==> src/hdl/dsac_cfg.svh <==
// Offsets, field positions, reset values and implemented-bit masks of the active configuration bank
`ifndef DSAC_CFG_SVH
`define DSAC_CFG_SVH

// ----------------------------------------------------------------
// Register byte offsets
// ----------------------------------------------------------------
`define DSAC_OFS_DECODE 16'h1014
`define DSAC_OFS_MAP 16'h101C
`define DSAC_OFS_LOWPWR 16'h1020
`define DSAC_OFS_TURN 16'h1028
`define DSAC_OFS_HIT 16'h102C
`define DSAC_OFS_CLASS 16'h1030
`define DSAC_OFS_ESC 16'h1034
`define DSAC_OFS_QV_LO 16'h1038
`define DSAC_OFS_QV_HI 16'h103C

// ----------------------------------------------------------------
// Reset values
// ----------------------------------------------------------------
`define DSAC_RST_DECODE 32'h00000000
`define DSAC_RST_MAP 32'h00000000
`define DSAC_RST_LOWPWR 32'h00000020
`define DSAC_RST_TURN 32'h0F0F0F0F
`define DSAC_RST_HIT 32'h08909FBF
`define DSAC_RST_CLASS 32'h00000FC8
`define DSAC_RST_ESC 32'h00080000
`define DSAC_RST_QV_LO 32'h76543210
`define DSAC_RST_QV_HI 32'hFEDCBA98

// ----------------------------------------------------------------
// Implemented (non-reserved) bits of each register
// ----------------------------------------------------------------
`define DSAC_MSK_DECODE 32'h00000073
`define DSAC_MSK_MAP 32'hFFFF0007
`define DSAC_MSK_LOWPWR 32'h000000FE
`define DSAC_MSK_TURN 32'hCF0F0F0F
`define DSAC_MSK_HIT 32'hBFBFBFBF
`define DSAC_MSK_CLASS 32'h00000FFF
`define DSAC_MSK_ESC 32'h000F0F03
`define DSAC_MSK_QV 32'hFFFFFFFF

// ----------------------------------------------------------------
// Field positions
// ----------------------------------------------------------------
`define DSAC_F_STRIPE 6:4
`define DSAC_F_PATTERN 1:0
`define DSAC_F_ADDR_MASK 31:16
`define DSAC_F_MAP_MODE 2:0
`define DSAC_F_ASR_PERIOD 7:4
`define DSAC_B_ASR_EN 3
`define DSAC_B_APD_EN 2
`define DSAC_B_CLK_STOP 1
`define DSAC_F_TURN_PRESC 31:30
`define DSAC_F_MED_START 3:0
`define DSAC_F_HIGH_START 7:4
`define DSAC_F_TOP_START 11:8
`define DSAC_F_RD_SUPPRESS 19:16
`define DSAC_F_ESC_COUNT 11:8
`define DSAC_F_ESC_PRESC 1:0
`define DSAC_MASK_LSB 28
`define DSAC_STRIPE_BASE 6

`endif

==> src/hdl/dsac_pkg.sv <==
// Types shared by the active configuration bank
package dsac_pkg;

  // Controller operating state, one-hot
  typedef enum logic [3:0] {
    DSAC_ST_CONFIG = 4'h1,
    DSAC_ST_LOWPWR = 4'h2,
    DSAC_ST_STATE_A = 4'h4,
    DSAC_ST_RUN = 4'h8
  } dsac_ctrl_t;

  // Arbitration class, lowest to highest
  typedef enum logic [1:0] {
    DSAC_CL_LOW = 2'h0,
    DSAC_CL_MED = 2'h1,
    DSAC_CL_HIGH = 2'h2,
    DSAC_CL_TOP = 2'h3
  } dsac_class_t;

endpackage

==> src/hdl/dsac_map_if.sv <==
// Carrier between the bank and its address and QoS mapping helpers
`timescale 1ns/100ps
`default_nettype none
interface dsac_map_if;
  import dsac_pkg::*;
  logic [43:0] sys_addr;   // Raw system address
  logic [15:0] addr_mask;  // Upper address mask
  logic [2:0] stripe;      // Stripe boundary select
  logic [43:0] dec_addr;   // Address with upper bits dropped
  logic [1:0] page_lsb;    // Derived page low bits
  logic [3:0] qos;         // Incoming QoS value
  logic [11:0] thresholds; // Class start values
  logic [63:0] qv_map;     // Priority nibble per QoS value
  dsac_class_t req_class;  // Resulting class
  logic [3:0] req_prio;    // Resulting priority

  modport bank (output sys_addr, addr_mask, stripe, qos, thresholds, qv_map,
                input dec_addr, page_lsb, req_class, req_prio);
  modport dec (input sys_addr, addr_mask, stripe, output dec_addr, page_lsb);
  modport qmap (input qos, thresholds, qv_map, output req_class, req_prio);
endinterface
`default_nettype wire

==> src/hdl/dsac_addr_dec.sv <==
// Address pre-decode: upper mask and sub-page stripe bits
`timescale 1ns/100ps
`default_nettype none
`include "dsac_cfg.svh"
module dsac_addr_dec
  import dsac_pkg::*;
(
  // Mapping carrier
  dsac_map_if.dec m
);

  // ----------------------------------------------------------------
  // Mask and stripe
  // ----------------------------------------------------------------
  // Instance-select bits lie outside memory, so drop them before decode
  always_comb begin
    m.dec_addr = m.sys_addr;
    m.dec_addr[43:`DSAC_MASK_LSB] = m.sys_addr[43:`DSAC_MASK_LSB] & ~m.addr_mask;
  end

  // Stripe 0 means no striping; otherwise slice [s+6:s+5] stays under bit 14
  always_comb begin
    if (m.stripe == 3'h0) begin
      m.page_lsb = 2'h0;
    end else begin
      m.page_lsb = m.sys_addr[{2'h0, m.stripe} + `DSAC_STRIPE_BASE -: 2];
    end
  end

endmodule // dsac_addr_dec
`default_nettype wire

==> src/hdl/dsac_bank.sv <==
// Active configuration shadow bank with APB access and policy logic
//
// Added by the designer: the APB interface to the registers.
`timescale 1ns/100ps
`default_nettype none
`include "dsac_cfg.svh"
module dsac_bank
  import dsac_pkg::*;
#(
  parameter int QDEPTH = 32,  // Read queue depth in entries
  parameter int BLW = 8       // Width of the read backlog count
) (
  // Clock and reset
  input wire logic CLOCK,
  input wire logic RESET_N,
  // APB slave
  input wire logic PSEL,
  input wire logic PENABLE,
  input wire logic PWRITE,
  input wire logic [15:0] PADDR,
  input wire logic [31:0] PWDATA,
  output logic [31:0] PRDATA,
  output logic PREADY,
  output logic PSLVERR,
  // Programmed values and controller state
  input wire logic [31:0] PROG_DECODE,
  input wire logic [31:0] PROG_MAP,
  input wire logic [31:0] PROG_LOWPWR,
  input wire logic [31:0] PROG_TURN,
  input wire logic [31:0] PROG_HIT,
  input wire logic [31:0] PROG_CLASS,
  input wire logic [31:0] PROG_ESC,
  input wire logic [31:0] PROG_QV_LO,
  input wire logic [31:0] PROG_QV_HI,
  input wire logic [3:0] CTRL_STATE,
  // Address pre-decode
  input wire logic [43:0] SYS_ADDR,
  output logic [43:0] DEC_ADDR,
  output logic [1:0] DEC_PAGE_LSB,
  output logic [1:0] DEC_PATTERN,
  output logic [2:0] DEC_MODE,
  // QoS mapping
  input wire logic [3:0] REQ_QOS,
  output logic [1:0] REQ_CLASS,
  output logic [3:0] REQ_PRIORITY,
  // Low power
  input wire logic RANK_IDLE,
  input wire logic REFI_TICK,
  input wire logic MEM_LOW_STATE,
  output logic SREF_REQ,
  output logic PDOWN_REQ,
  output logic MEM_CLK_STOP,
  // Arbitration
  input wire logic [1:0] WAIT_CLASS,
  input wire logic TURN_DONE,
  input wire logic ROW_HIT,
  input wire logic ROW_MISS,
  input wire logic [BLW-1:0] RD_BACKLOG,
  output logic TURN_ALLOWED,
  output logic ROW_CAP_HIT,
  output logic ROW_PRECEDENCE,
  output logic RD_SUPPRESS,
  output logic ESC_PULSE
);

  // ----------------------------------------------------------------
  // Helpers
  // ----------------------------------------------------------------
  // Prescaler p gives a tick every 16**p cycles
  function automatic logic presc_tick(input logic [11:0] c, input logic [1:0] p);
    logic t;
    t = 1'b1;
    if (p == 2'h1) begin
      t = &c[3:0];
    end else if (p == 2'h2) begin
      t = &c[7:0];
    end else if (p == 2'h3) begin
      t = &c[11:0];
    end
    return t;
  endfunction

  // Byte-wide lane of a class inside a per-class register
  function automatic logic [7:0] class_lane(input logic [31:0] r, input logic [1:0] cl);
    return r[{cl, 3'h0} +: 8];
  endfunction

  // ----------------------------------------------------------------
  // Shadow registers
  // ----------------------------------------------------------------
  logic [31:0] decode_q;  // Decode control shadow
  logic [31:0] map_q;     // Address map shadow
  logic [31:0] lowpwr_q;  // Low-power policy shadow
  logic [31:0] turn_q;    // Turnaround policy shadow
  logic [31:0] hit_q;     // Row-hit limit shadow
  logic [31:0] class_q;   // Class threshold shadow
  logic [31:0] esc_q;     // Escalation shadow
  logic [63:0] qv_q;      // Priority map shadow, both halves
  logic upd_map;          // Address-side refresh window
  logic upd_sched;        // Scheduler-side refresh window

  // Address side refreshes in config or low-power only
  assign upd_map = CTRL_STATE[0] | CTRL_STATE[1];
  // Scheduler side also refreshes while state_a
  assign upd_sched = upd_map | CTRL_STATE[2];

  // Address shadows; reserved bits held at zero
  always_ff @(posedge CLOCK or negedge RESET_N) begin
    if (!RESET_N) begin
      decode_q <= `DSAC_RST_DECODE;
      map_q <= `DSAC_RST_MAP;
    end else if (upd_map) begin
      decode_q <= PROG_DECODE & `DSAC_MSK_DECODE;
      map_q <= PROG_MAP & `DSAC_MSK_MAP;
    end
  end

  // Scheduling, low-power and priority shadows
  always_ff @(posedge CLOCK or negedge RESET_N) begin
    if (!RESET_N) begin
      lowpwr_q <= `DSAC_RST_LOWPWR;
      turn_q <= `DSAC_RST_TURN;
      hit_q <= `DSAC_RST_HIT;
      class_q <= `DSAC_RST_CLASS;
      esc_q <= `DSAC_RST_ESC;
      qv_q <= {`DSAC_RST_QV_HI, `DSAC_RST_QV_LO};
    end else if (upd_sched) begin
      lowpwr_q <= PROG_LOWPWR & `DSAC_MSK_LOWPWR;
      turn_q <= PROG_TURN & `DSAC_MSK_TURN;
      hit_q <= PROG_HIT & `DSAC_MSK_HIT;
      class_q <= PROG_CLASS & `DSAC_MSK_CLASS;
      esc_q <= PROG_ESC & `DSAC_MSK_ESC;
      qv_q <= {PROG_QV_HI, PROG_QV_LO};
    end
  end

  // ----------------------------------------------------------------
  // APB slave
  // ----------------------------------------------------------------
  logic [31:0] rd_d;  // Read data for the addressed word
  logic hit_d;        // Address is mapped

  // Address decode; every word is read-only
  always_comb begin
    rd_d = 32'h00000000;
    hit_d = 1'b1;
    if (PADDR == `DSAC_OFS_DECODE) begin
      rd_d = decode_q;
    end else if (PADDR == `DSAC_OFS_MAP) begin
      rd_d = map_q;
    end else if (PADDR == `DSAC_OFS_LOWPWR) begin
      rd_d = lowpwr_q;
    end else if (PADDR == `DSAC_OFS_TURN) begin
      rd_d = turn_q;
    end else if (PADDR == `DSAC_OFS_HIT) begin
      rd_d = hit_q;
    end else if (PADDR == `DSAC_OFS_CLASS) begin
      rd_d = class_q;
    end else if (PADDR == `DSAC_OFS_ESC) begin
      rd_d = esc_q;
    end else if (PADDR == `DSAC_OFS_QV_LO) begin
      rd_d = qv_q[31:0];
    end else if (PADDR == `DSAC_OFS_QV_HI) begin
      rd_d = qv_q[63:32];
    end else begin
      hit_d = 1'b0;
    end
  end

  // Answer in the first access cycle; writes to mapped words are dropped
  always_ff @(posedge CLOCK or negedge RESET_N) begin
    if (!RESET_N) begin
      PREADY <= 1'b0;
      PRDATA <= 32'h00000000;
      PSLVERR <= 1'b0;
    end else if (PSEL && !PENABLE) begin
      PREADY <= 1'b1;
      PRDATA <= PWRITE ? 32'h00000000 : rd_d;
      PSLVERR <= !hit_d;
    end else begin
      PREADY <= 1'b0;
      PRDATA <= 32'h00000000;
      PSLVERR <= 1'b0;
    end
  end

  // ----------------------------------------------------------------
  // Mapping helpers
  // ----------------------------------------------------------------
  dsac_map_if mif ();

  assign mif.sys_addr = SYS_ADDR;
  assign mif.addr_mask = map_q[`DSAC_F_ADDR_MASK];
  assign mif.stripe = decode_q[`DSAC_F_STRIPE];
  assign mif.qos = REQ_QOS;
  assign mif.thresholds = class_q[11:0];
  assign mif.qv_map = qv_q;

  dsac_addr_dec u_dec (
    .m(mif.dec)
  );

  dsac_qos_map u_qmap (
    .m(mif.qmap)
  );

  // Register mapping results
  always_ff @(posedge CLOCK or negedge RESET_N) begin
    if (!RESET_N) begin
      DEC_ADDR <= 44'h00000000000;
      DEC_PAGE_LSB <= 2'h0;
      DEC_PATTERN <= 2'h0;
      DEC_MODE <= 3'h0;
      REQ_CLASS <= 2'h0;
      REQ_PRIORITY <= 4'h0;
    end else begin
      DEC_ADDR <= mif.dec_addr;
      DEC_PAGE_LSB <= mif.page_lsb;
      DEC_PATTERN <= decode_q[`DSAC_F_PATTERN];
      DEC_MODE <= map_q[`DSAC_F_MAP_MODE];
      REQ_CLASS <= mif.req_class;
      REQ_PRIORITY <= mif.req_prio;
    end
  end

  // ----------------------------------------------------------------
  // Low-power policy
  // ----------------------------------------------------------------
  logic [3:0] idle_cnt_q;  // Refresh intervals spent idle
  logic [3:0] asr_period;  // Programmed idle interval count

  assign asr_period = lowpwr_q[`DSAC_F_ASR_PERIOD];

  // Count intervals while idle; any activity restarts the count
  always_ff @(posedge CLOCK or negedge RESET_N) begin
    if (!RESET_N) begin
      idle_cnt_q <= 4'h0;
    end else if (!RANK_IDLE) begin
      idle_cnt_q <= 4'h0;
    end else if (REFI_TICK && idle_cnt_q != 4'hF) begin
      idle_cnt_q <= idle_cnt_q + 4'h1;
    end
  end

  // Period 0 is out of range and treated as never
  always_ff @(posedge CLOCK or negedge RESET_N) begin
    if (!RESET_N) begin
      SREF_REQ <= 1'b0;
      PDOWN_REQ <= 1'b0;
      MEM_CLK_STOP <= 1'b0;
    end else begin
      SREF_REQ <= lowpwr_q[`DSAC_B_ASR_EN] && RANK_IDLE && asr_period != 4'h0
                  && idle_cnt_q >= asr_period;
      PDOWN_REQ <= lowpwr_q[`DSAC_B_APD_EN] && RANK_IDLE;
      MEM_CLK_STOP <= lowpwr_q[`DSAC_B_CLK_STOP] && MEM_LOW_STATE;
    end
  end

  // ----------------------------------------------------------------
  // Prescalers
  // ----------------------------------------------------------------
  logic [11:0] presc_q;  // Shared free-running divider
  logic [1:0] tick;      // 0: turnaround, 1: escalation
  logic [1:0] presc_sel [2];

  always_ff @(posedge CLOCK or negedge RESET_N) begin
    if (!RESET_N) begin
      presc_q <= 12'h000;
    end else begin
      presc_q <= presc_q + 12'h001;
    end
  end

  assign presc_sel[0] = turn_q[`DSAC_F_TURN_PRESC];
  assign presc_sel[1] = esc_q[`DSAC_F_ESC_PRESC];

  // One enable pulse per prescaler period
  for (genvar g = 0; g < 2; g++) begin : g_tick
    assign tick[g] = presc_tick(presc_q, presc_sel[g]);
  end

  // ----------------------------------------------------------------
  // Turnaround spacing
  // ----------------------------------------------------------------
  logic [3:0] turn_cnt_q;  // Periods since last turnaround
  logic [7:0] turn_limit;  // Lane of the waiting class, limit in [3:0]

  assign turn_limit = class_lane(turn_q, WAIT_CLASS);

  always_ff @(posedge CLOCK or negedge RESET_N) begin
    if (!RESET_N) begin
      turn_cnt_q <= 4'h0;
    end else if (TURN_DONE) begin
      turn_cnt_q <= 4'h0;
    end else if (tick[0] && turn_cnt_q != 4'hF) begin
      turn_cnt_q <= turn_cnt_q + 4'h1;
    end
  end

  // ----------------------------------------------------------------
  // Row-hit streaks
  // ----------------------------------------------------------------
  logic [5:0] streak_q;  // Consecutive row hits
  logic [7:0] hit_lane;  // Cap and precedence of waiting class

  assign hit_lane = class_lane(hit_q, WAIT_CLASS);

  // A miss ends the streak; saturate rather than wrap
  always_ff @(posedge CLOCK or negedge RESET_N) begin
    if (!RESET_N) begin
      streak_q <= 6'h00;
    end else if (ROW_MISS) begin
      streak_q <= 6'h00;
    end else if (ROW_HIT && streak_q != 6'h3F) begin
      streak_q <= streak_q + 6'h01;
    end
  end

  // ----------------------------------------------------------------
  // Read backlog and escalation
  // ----------------------------------------------------------------
  logic [3:0] esc_cnt_q;    // Periods since last escalation
  logic [3:0] esc_count;    // Programmed escalation spacing
  logic [3:0] rd_frac;      // Backlog threshold in sixteenths
  logic [BLW+4:0] bl_scaled;
  logic [BLW+4:0] bl_limit;

  assign esc_count = esc_q[`DSAC_F_ESC_COUNT];
  assign rd_frac = esc_q[`DSAC_F_RD_SUPPRESS];
  assign bl_scaled = {1'b0, RD_BACKLOG, 4'h0};
  assign bl_limit = (BLW + 5)'(rd_frac * QDEPTH);

  // Count prescaler periods; zero count keeps escalation off
  always_ff @(posedge CLOCK or negedge RESET_N) begin
    if (!RESET_N) begin
      esc_cnt_q <= 4'h0;
    end else if (esc_count == 4'h0) begin
      esc_cnt_q <= 4'h0;
    end else if (tick[1]) begin
      esc_cnt_q <= (esc_cnt_q + 4'h1 >= esc_count) ? 4'h0 : esc_cnt_q + 4'h1;
    end
  end

  // Arbitration outputs, all registered
  always_ff @(posedge CLOCK or negedge RESET_N) begin
    if (!RESET_N) begin
      TURN_ALLOWED <= 1'b0;
      ROW_CAP_HIT <= 1'b0;
      ROW_PRECEDENCE <= 1'b0;
      RD_SUPPRESS <= 1'b0;
      ESC_PULSE <= 1'b0;
    end else begin
      TURN_ALLOWED <= turn_cnt_q >= turn_limit[3:0];
      ROW_CAP_HIT <= hit_lane[5:0] != 6'h00 && streak_q >= hit_lane[5:0];
      ROW_PRECEDENCE <= hit_lane[7];
      RD_SUPPRESS <= rd_frac != 4'h0 && bl_scaled >= bl_limit;
      ESC_PULSE <= esc_count != 4'h0 && tick[1]
                   && esc_cnt_q + 4'h1 >= esc_count;
    end
  end

endmodule // dsac_bank
`default_nettype wire

==> src/hdl/dsac_qos_map.sv <==
// QoS value to class and queueing priority
`timescale 1ns/100ps
`default_nettype none
`include "dsac_cfg.svh"
module dsac_qos_map
  import dsac_pkg::*;
(
  // Mapping carrier
  dsac_map_if.qmap m
);

  // ----------------------------------------------------------------
  // Class by threshold, highest match wins
  // ----------------------------------------------------------------
  always_comb begin
    if (m.qos >= m.thresholds[`DSAC_F_TOP_START]) begin
      m.req_class = DSAC_CL_TOP;
    end else if (m.qos >= m.thresholds[`DSAC_F_HIGH_START]) begin
      m.req_class = DSAC_CL_HIGH;
    end else if (m.qos >= m.thresholds[`DSAC_F_MED_START]) begin
      m.req_class = DSAC_CL_MED;
    end else begin
      m.req_class = DSAC_CL_LOW;
    end
  end

  // One nibble per value, higher values in higher nibbles
  assign m.req_prio = m.qv_map[{m.qos, 2'h0} +: 4];

endmodule // dsac_qos_map
`default_nettype wire
==> config.mk <==
export PLATFORM = sky130hd
export DESIGN_NAME = dsac_bank
export DESIGN_NICKNAME = d
export VERILOG_FILES = /design/src/hdl/dsac_pkg.sv /design/src/hdl/dsac_map_if.sv /design/src/hdl/dsac_addr_dec.sv /design/src/hdl/dsac_bank.sv /design/src/hdl/dsac_qos_map.sv
export VERILOG_INCLUDE_DIRS = /design/src /design/src/hdl
export SDC_FILE = /design/constraint.sdc
export NUM_CORES = 1
export LEC_CHECK = 0
export BUFFER_PORTS_ARGS = -buffer_cell sky130_fd_sc_hd__buf_2
export CORE_AREA = 5 5 195 197
export CTS_CLUSTER_SIZE = 25
export DETAILED_ROUTE_END_ITERATION = 10
export DIE_AREA = 0 0 200 202
export GPL_ROUTABILITY_DRIVEN = 0
export PLACE_DENSITY = 0.72
export SYNTH_ARGS = -nofsm -noshare
export SYNTH_HDL_FRONTEND = slang
export SYNTH_SLANG_ARGS = --single-unit
==> constraint.sdc <==
create_clock -name CLOCK -period 5.7 [get_ports CLOCK]
set_clock_uncertainty 0.1 [all_clocks]
set_input_delay 0.285 -clock CLOCK [delete_from_list [all_inputs] [get_ports CLOCK]]
set_output_delay 0.285 -clock CLOCK [all_outputs]
set_load 0.005 [all_outputs]
==> results.toml <==
[run_status]
status = "completed"

[global_routing]
use_met2 = 0.368
overflow = 0
met1_usage = 0.292
antenna_found_initial = 5
grt_use_met3 = 0.0560
grt-busiest-layer = "met2"
grt_util_all_layers = 0.230
grt_max_degree = 140
grt_pass1_wl_um = 69900
grt_pass1_vias = 11600

[yosys]
async_flop_share = 1.00
synth-xor-area-share = 0.0150
synthSimpleGateAreaFrac = 0.0845
synth_most_common_cell = "dfrtp_1"
muxShareOfSynthArea = 0.214
synth_largest_area_cell = "dfrtp_1"
yosysSeqAreaShare = 0.549
synth-seq-cells = 292
synth_compound_area_frac = 0.0741
avgSynthCellArea_um2 = 13.4
synth_fa_ha_area_frac = 0.0362
synth.top_cell.area_share = 0.407
synth_nets = 1456
synth_area_leaders = "dfrtp_1 (41%), mux2_2 (15%), dfstp_2 (14%)"
netlist_instances = 1008
ys_types = 74
yosys_warnings = 0
synth_top_flop_cell = "dfrtp_1"
netlist_area_mm2 = 0.0135
synth_edf_count = 0
synth_top_family_by_area = "multiplexers"
synth_commonest_cells = "dfrtp_1 (219), mux2_2 (183), dfstp_2 (73)"

[cells_and_area]
num-nets-final = 2026
multi_input_area_mm2 = 0.00571
area.growth.synth_to_final_pct = 40.8
fillers = 3000
regArea_mm2 = 0.00740
drive_gt1_frac = 0.454

[critical_path]
start_kind = "input port"
path_class = "in2reg"
crit_required_ns = 6.05
cp-end-kind = "register"
path_max_fanout = 14
rr_worst_depth = 8
r2r_slack_ns = 3.41
timing.rr.end = "ROW_CAP_HIT"
crit_arrival_ns = 3.05
worstSetupEndpoint = "PRDATA[16]"
reg2reg_from = "hit_q[24]"
worstSetupStartpoint = "PADDR[7]"

[clock_tree]
h-tree-depth = 2
cts_buffers = 35
cts_hold_buf = 216
clk_path_buf_depth = 3
cts.sinks = 292
clk_pin_slew_ns = 0.06
cts_tree = "yes"
post_cts_buffers = 0
cts_root_buf = "clkbuf_16"
cts_resized = 0
clk_latency_ns = 0.54

[sta]
drv_slew = 0
fmax_mhz = 371
hold_violations = 0
worst_pin_slew_ns = 1.05
rsz0062_at_grt = "no"
finalSetupTns_ns = 0
relSlewSlack = 0.296
min_period_ns = 2.70
setup_viol = 0
min_period_over_period = 0.473

[floorplanning]
core_area_mm2 = 0.0361
die_area_mm2 = 0.0404
start_util = 0.373
die_width_um = 200
core.rowCount = 70
io-pin-count = 508
die_h_um = 202

[power]
p_switching_mw = 1.34
p_clk_frac = 0.410
vdd_drop_max_uv = 333
powerDensity_mw_per_mm2 = 277
power.internal_mw = 3.92
p_comb_frac = 0.138
netSwitchingFraction = 0.255
leakage_nw = 8.56
power_frac_seq = 0.452
total_power_mw = 5.26

[routing]
first_pass_iters = 7
num_vias = 10800
wire_per_inst_um = 22.8
dr.first_iter.drc_count = 616
vias_per_cell = 5.19
antenna_left = 0
drcViolationCount = 0
wirelength_um = 47400

[placed_design]
io_buffers = 349
hpwl_um = 33700

[run]
cap_violations = 0

[worst_hold_path]
hold_path_class = "in2reg"
-- through the flow --
step,utilization,hold slack [ns],cells,cell area [um^2],setup slack (ns)
after floorplan,-,-0.111,1008,13500,3.33
after global placement,0.435,0.295,1793,15700,2.59
after detailed placement,0.435,0.295,1793,15700,2.57
after CTS,0.525,0.0257,2073,18900,3.15
after global routing,0.525,0.0904,2076,19000,2.96
final,0.525,0.0841,2077,19000,3.00
-- critical path, stage by stage --
cell	delay, ns
buf_2	0.09
nor2_1	0.54
nand4_1	0.72
nor4_4	1.08
a22o_1	0.32
-- power by group through the flow --
stage	clock (mW)	sequential, mW	combinational (mW)
6_report	2.16	2.38	0.723
5_1_grt	2.29	2.39	0.797
4_1_cts	2.20	2.37	0.720
3_5_place_dp	0	2.41	0.600
3_3_place_gp	0	2.40	0.581
2_1_floorplan	0	2.34	0.337
-- sequential cells by signal, summed over array words and instances (netlist names), 12 cells and up --
register    cells
PRDATA         32
hit_q          28
DEC_ADDR       44
map_q          19
presc_q        12
mif.qv_map     64
turn_q         18
class_q        12
-- routing by layer --
layer	wire length, um	part of all wire
met3	3940	0.083
met5	13	0.00027
met1	18600	0.39
met2	22500	0.48
met4	2320	0.049
-- cell type report --
cell class	instances	share of cell area
diodes	4	0.000528
repair buffers	573	0.211
multi-input cells	633	0.301
well taps	468	0.0309
flip-flops and latches	292	0.390
clock inverters	11	0.00508
inverters	43	0.00851
clock buffers	53	0.0529
-- how the worst min path moves through the flow --
| stage | cells after the start | end | from | slack, ns |
|---|---|---|---|---|
| finish | 3 | PRDATA[6] | PWRITE | 0.08 |
| global route | 3 | PRDATA[6] | PWRITE | 0.09 |
| CTS | 3 | PRDATA[6] | PWRITE | 0.03 |
| detailed placement | 1 | DEC_ADDR[18] | SYS_ADDR[18] | 0.29 |
| global placement | 1 | DEC_ADDR[17] | SYS_ADDR[17] | 0.29 |
| floorplan | 0 | DEC_ADDR[0] | RESET_N | -0.11 |
-- cell families after synthesis --
family | after synthesis
muxes | 223
adders and majority gates | 39
and+or+nand+nor | 212
AOI/OAI and AO/OA | 136
xor gates and xnor gates | 23
buffers and inverters | 83
DFF | 292
-- placed cells by master (no fill, tap or decap), types with 10 or more instances in the layout --
master	synthesis	final
a222oi_1	11	11
dfstp_2	73	73
a21oi_1	23	23
nand2_1	62	62
dfrtp_1	219	219
clkbuf_1	13	12
mux4_2	33	33
clkbuf_16	0	35
nor3_1	12	11
ha_1	39	39
nor2b_1	21	21
o21ai_0	26	26
inv_1	43	43
a21o_1	13	13
buf_2	17	348
a22oi_1	12	12
xnor2_1	10	10
nor2_1	42	41
dlygate4sd3_1	0	216
nand4_1	10	10
mux2_2	183	183
xor2_1	13	13
No activity file was read; power rests on OpenSTA's default activity.
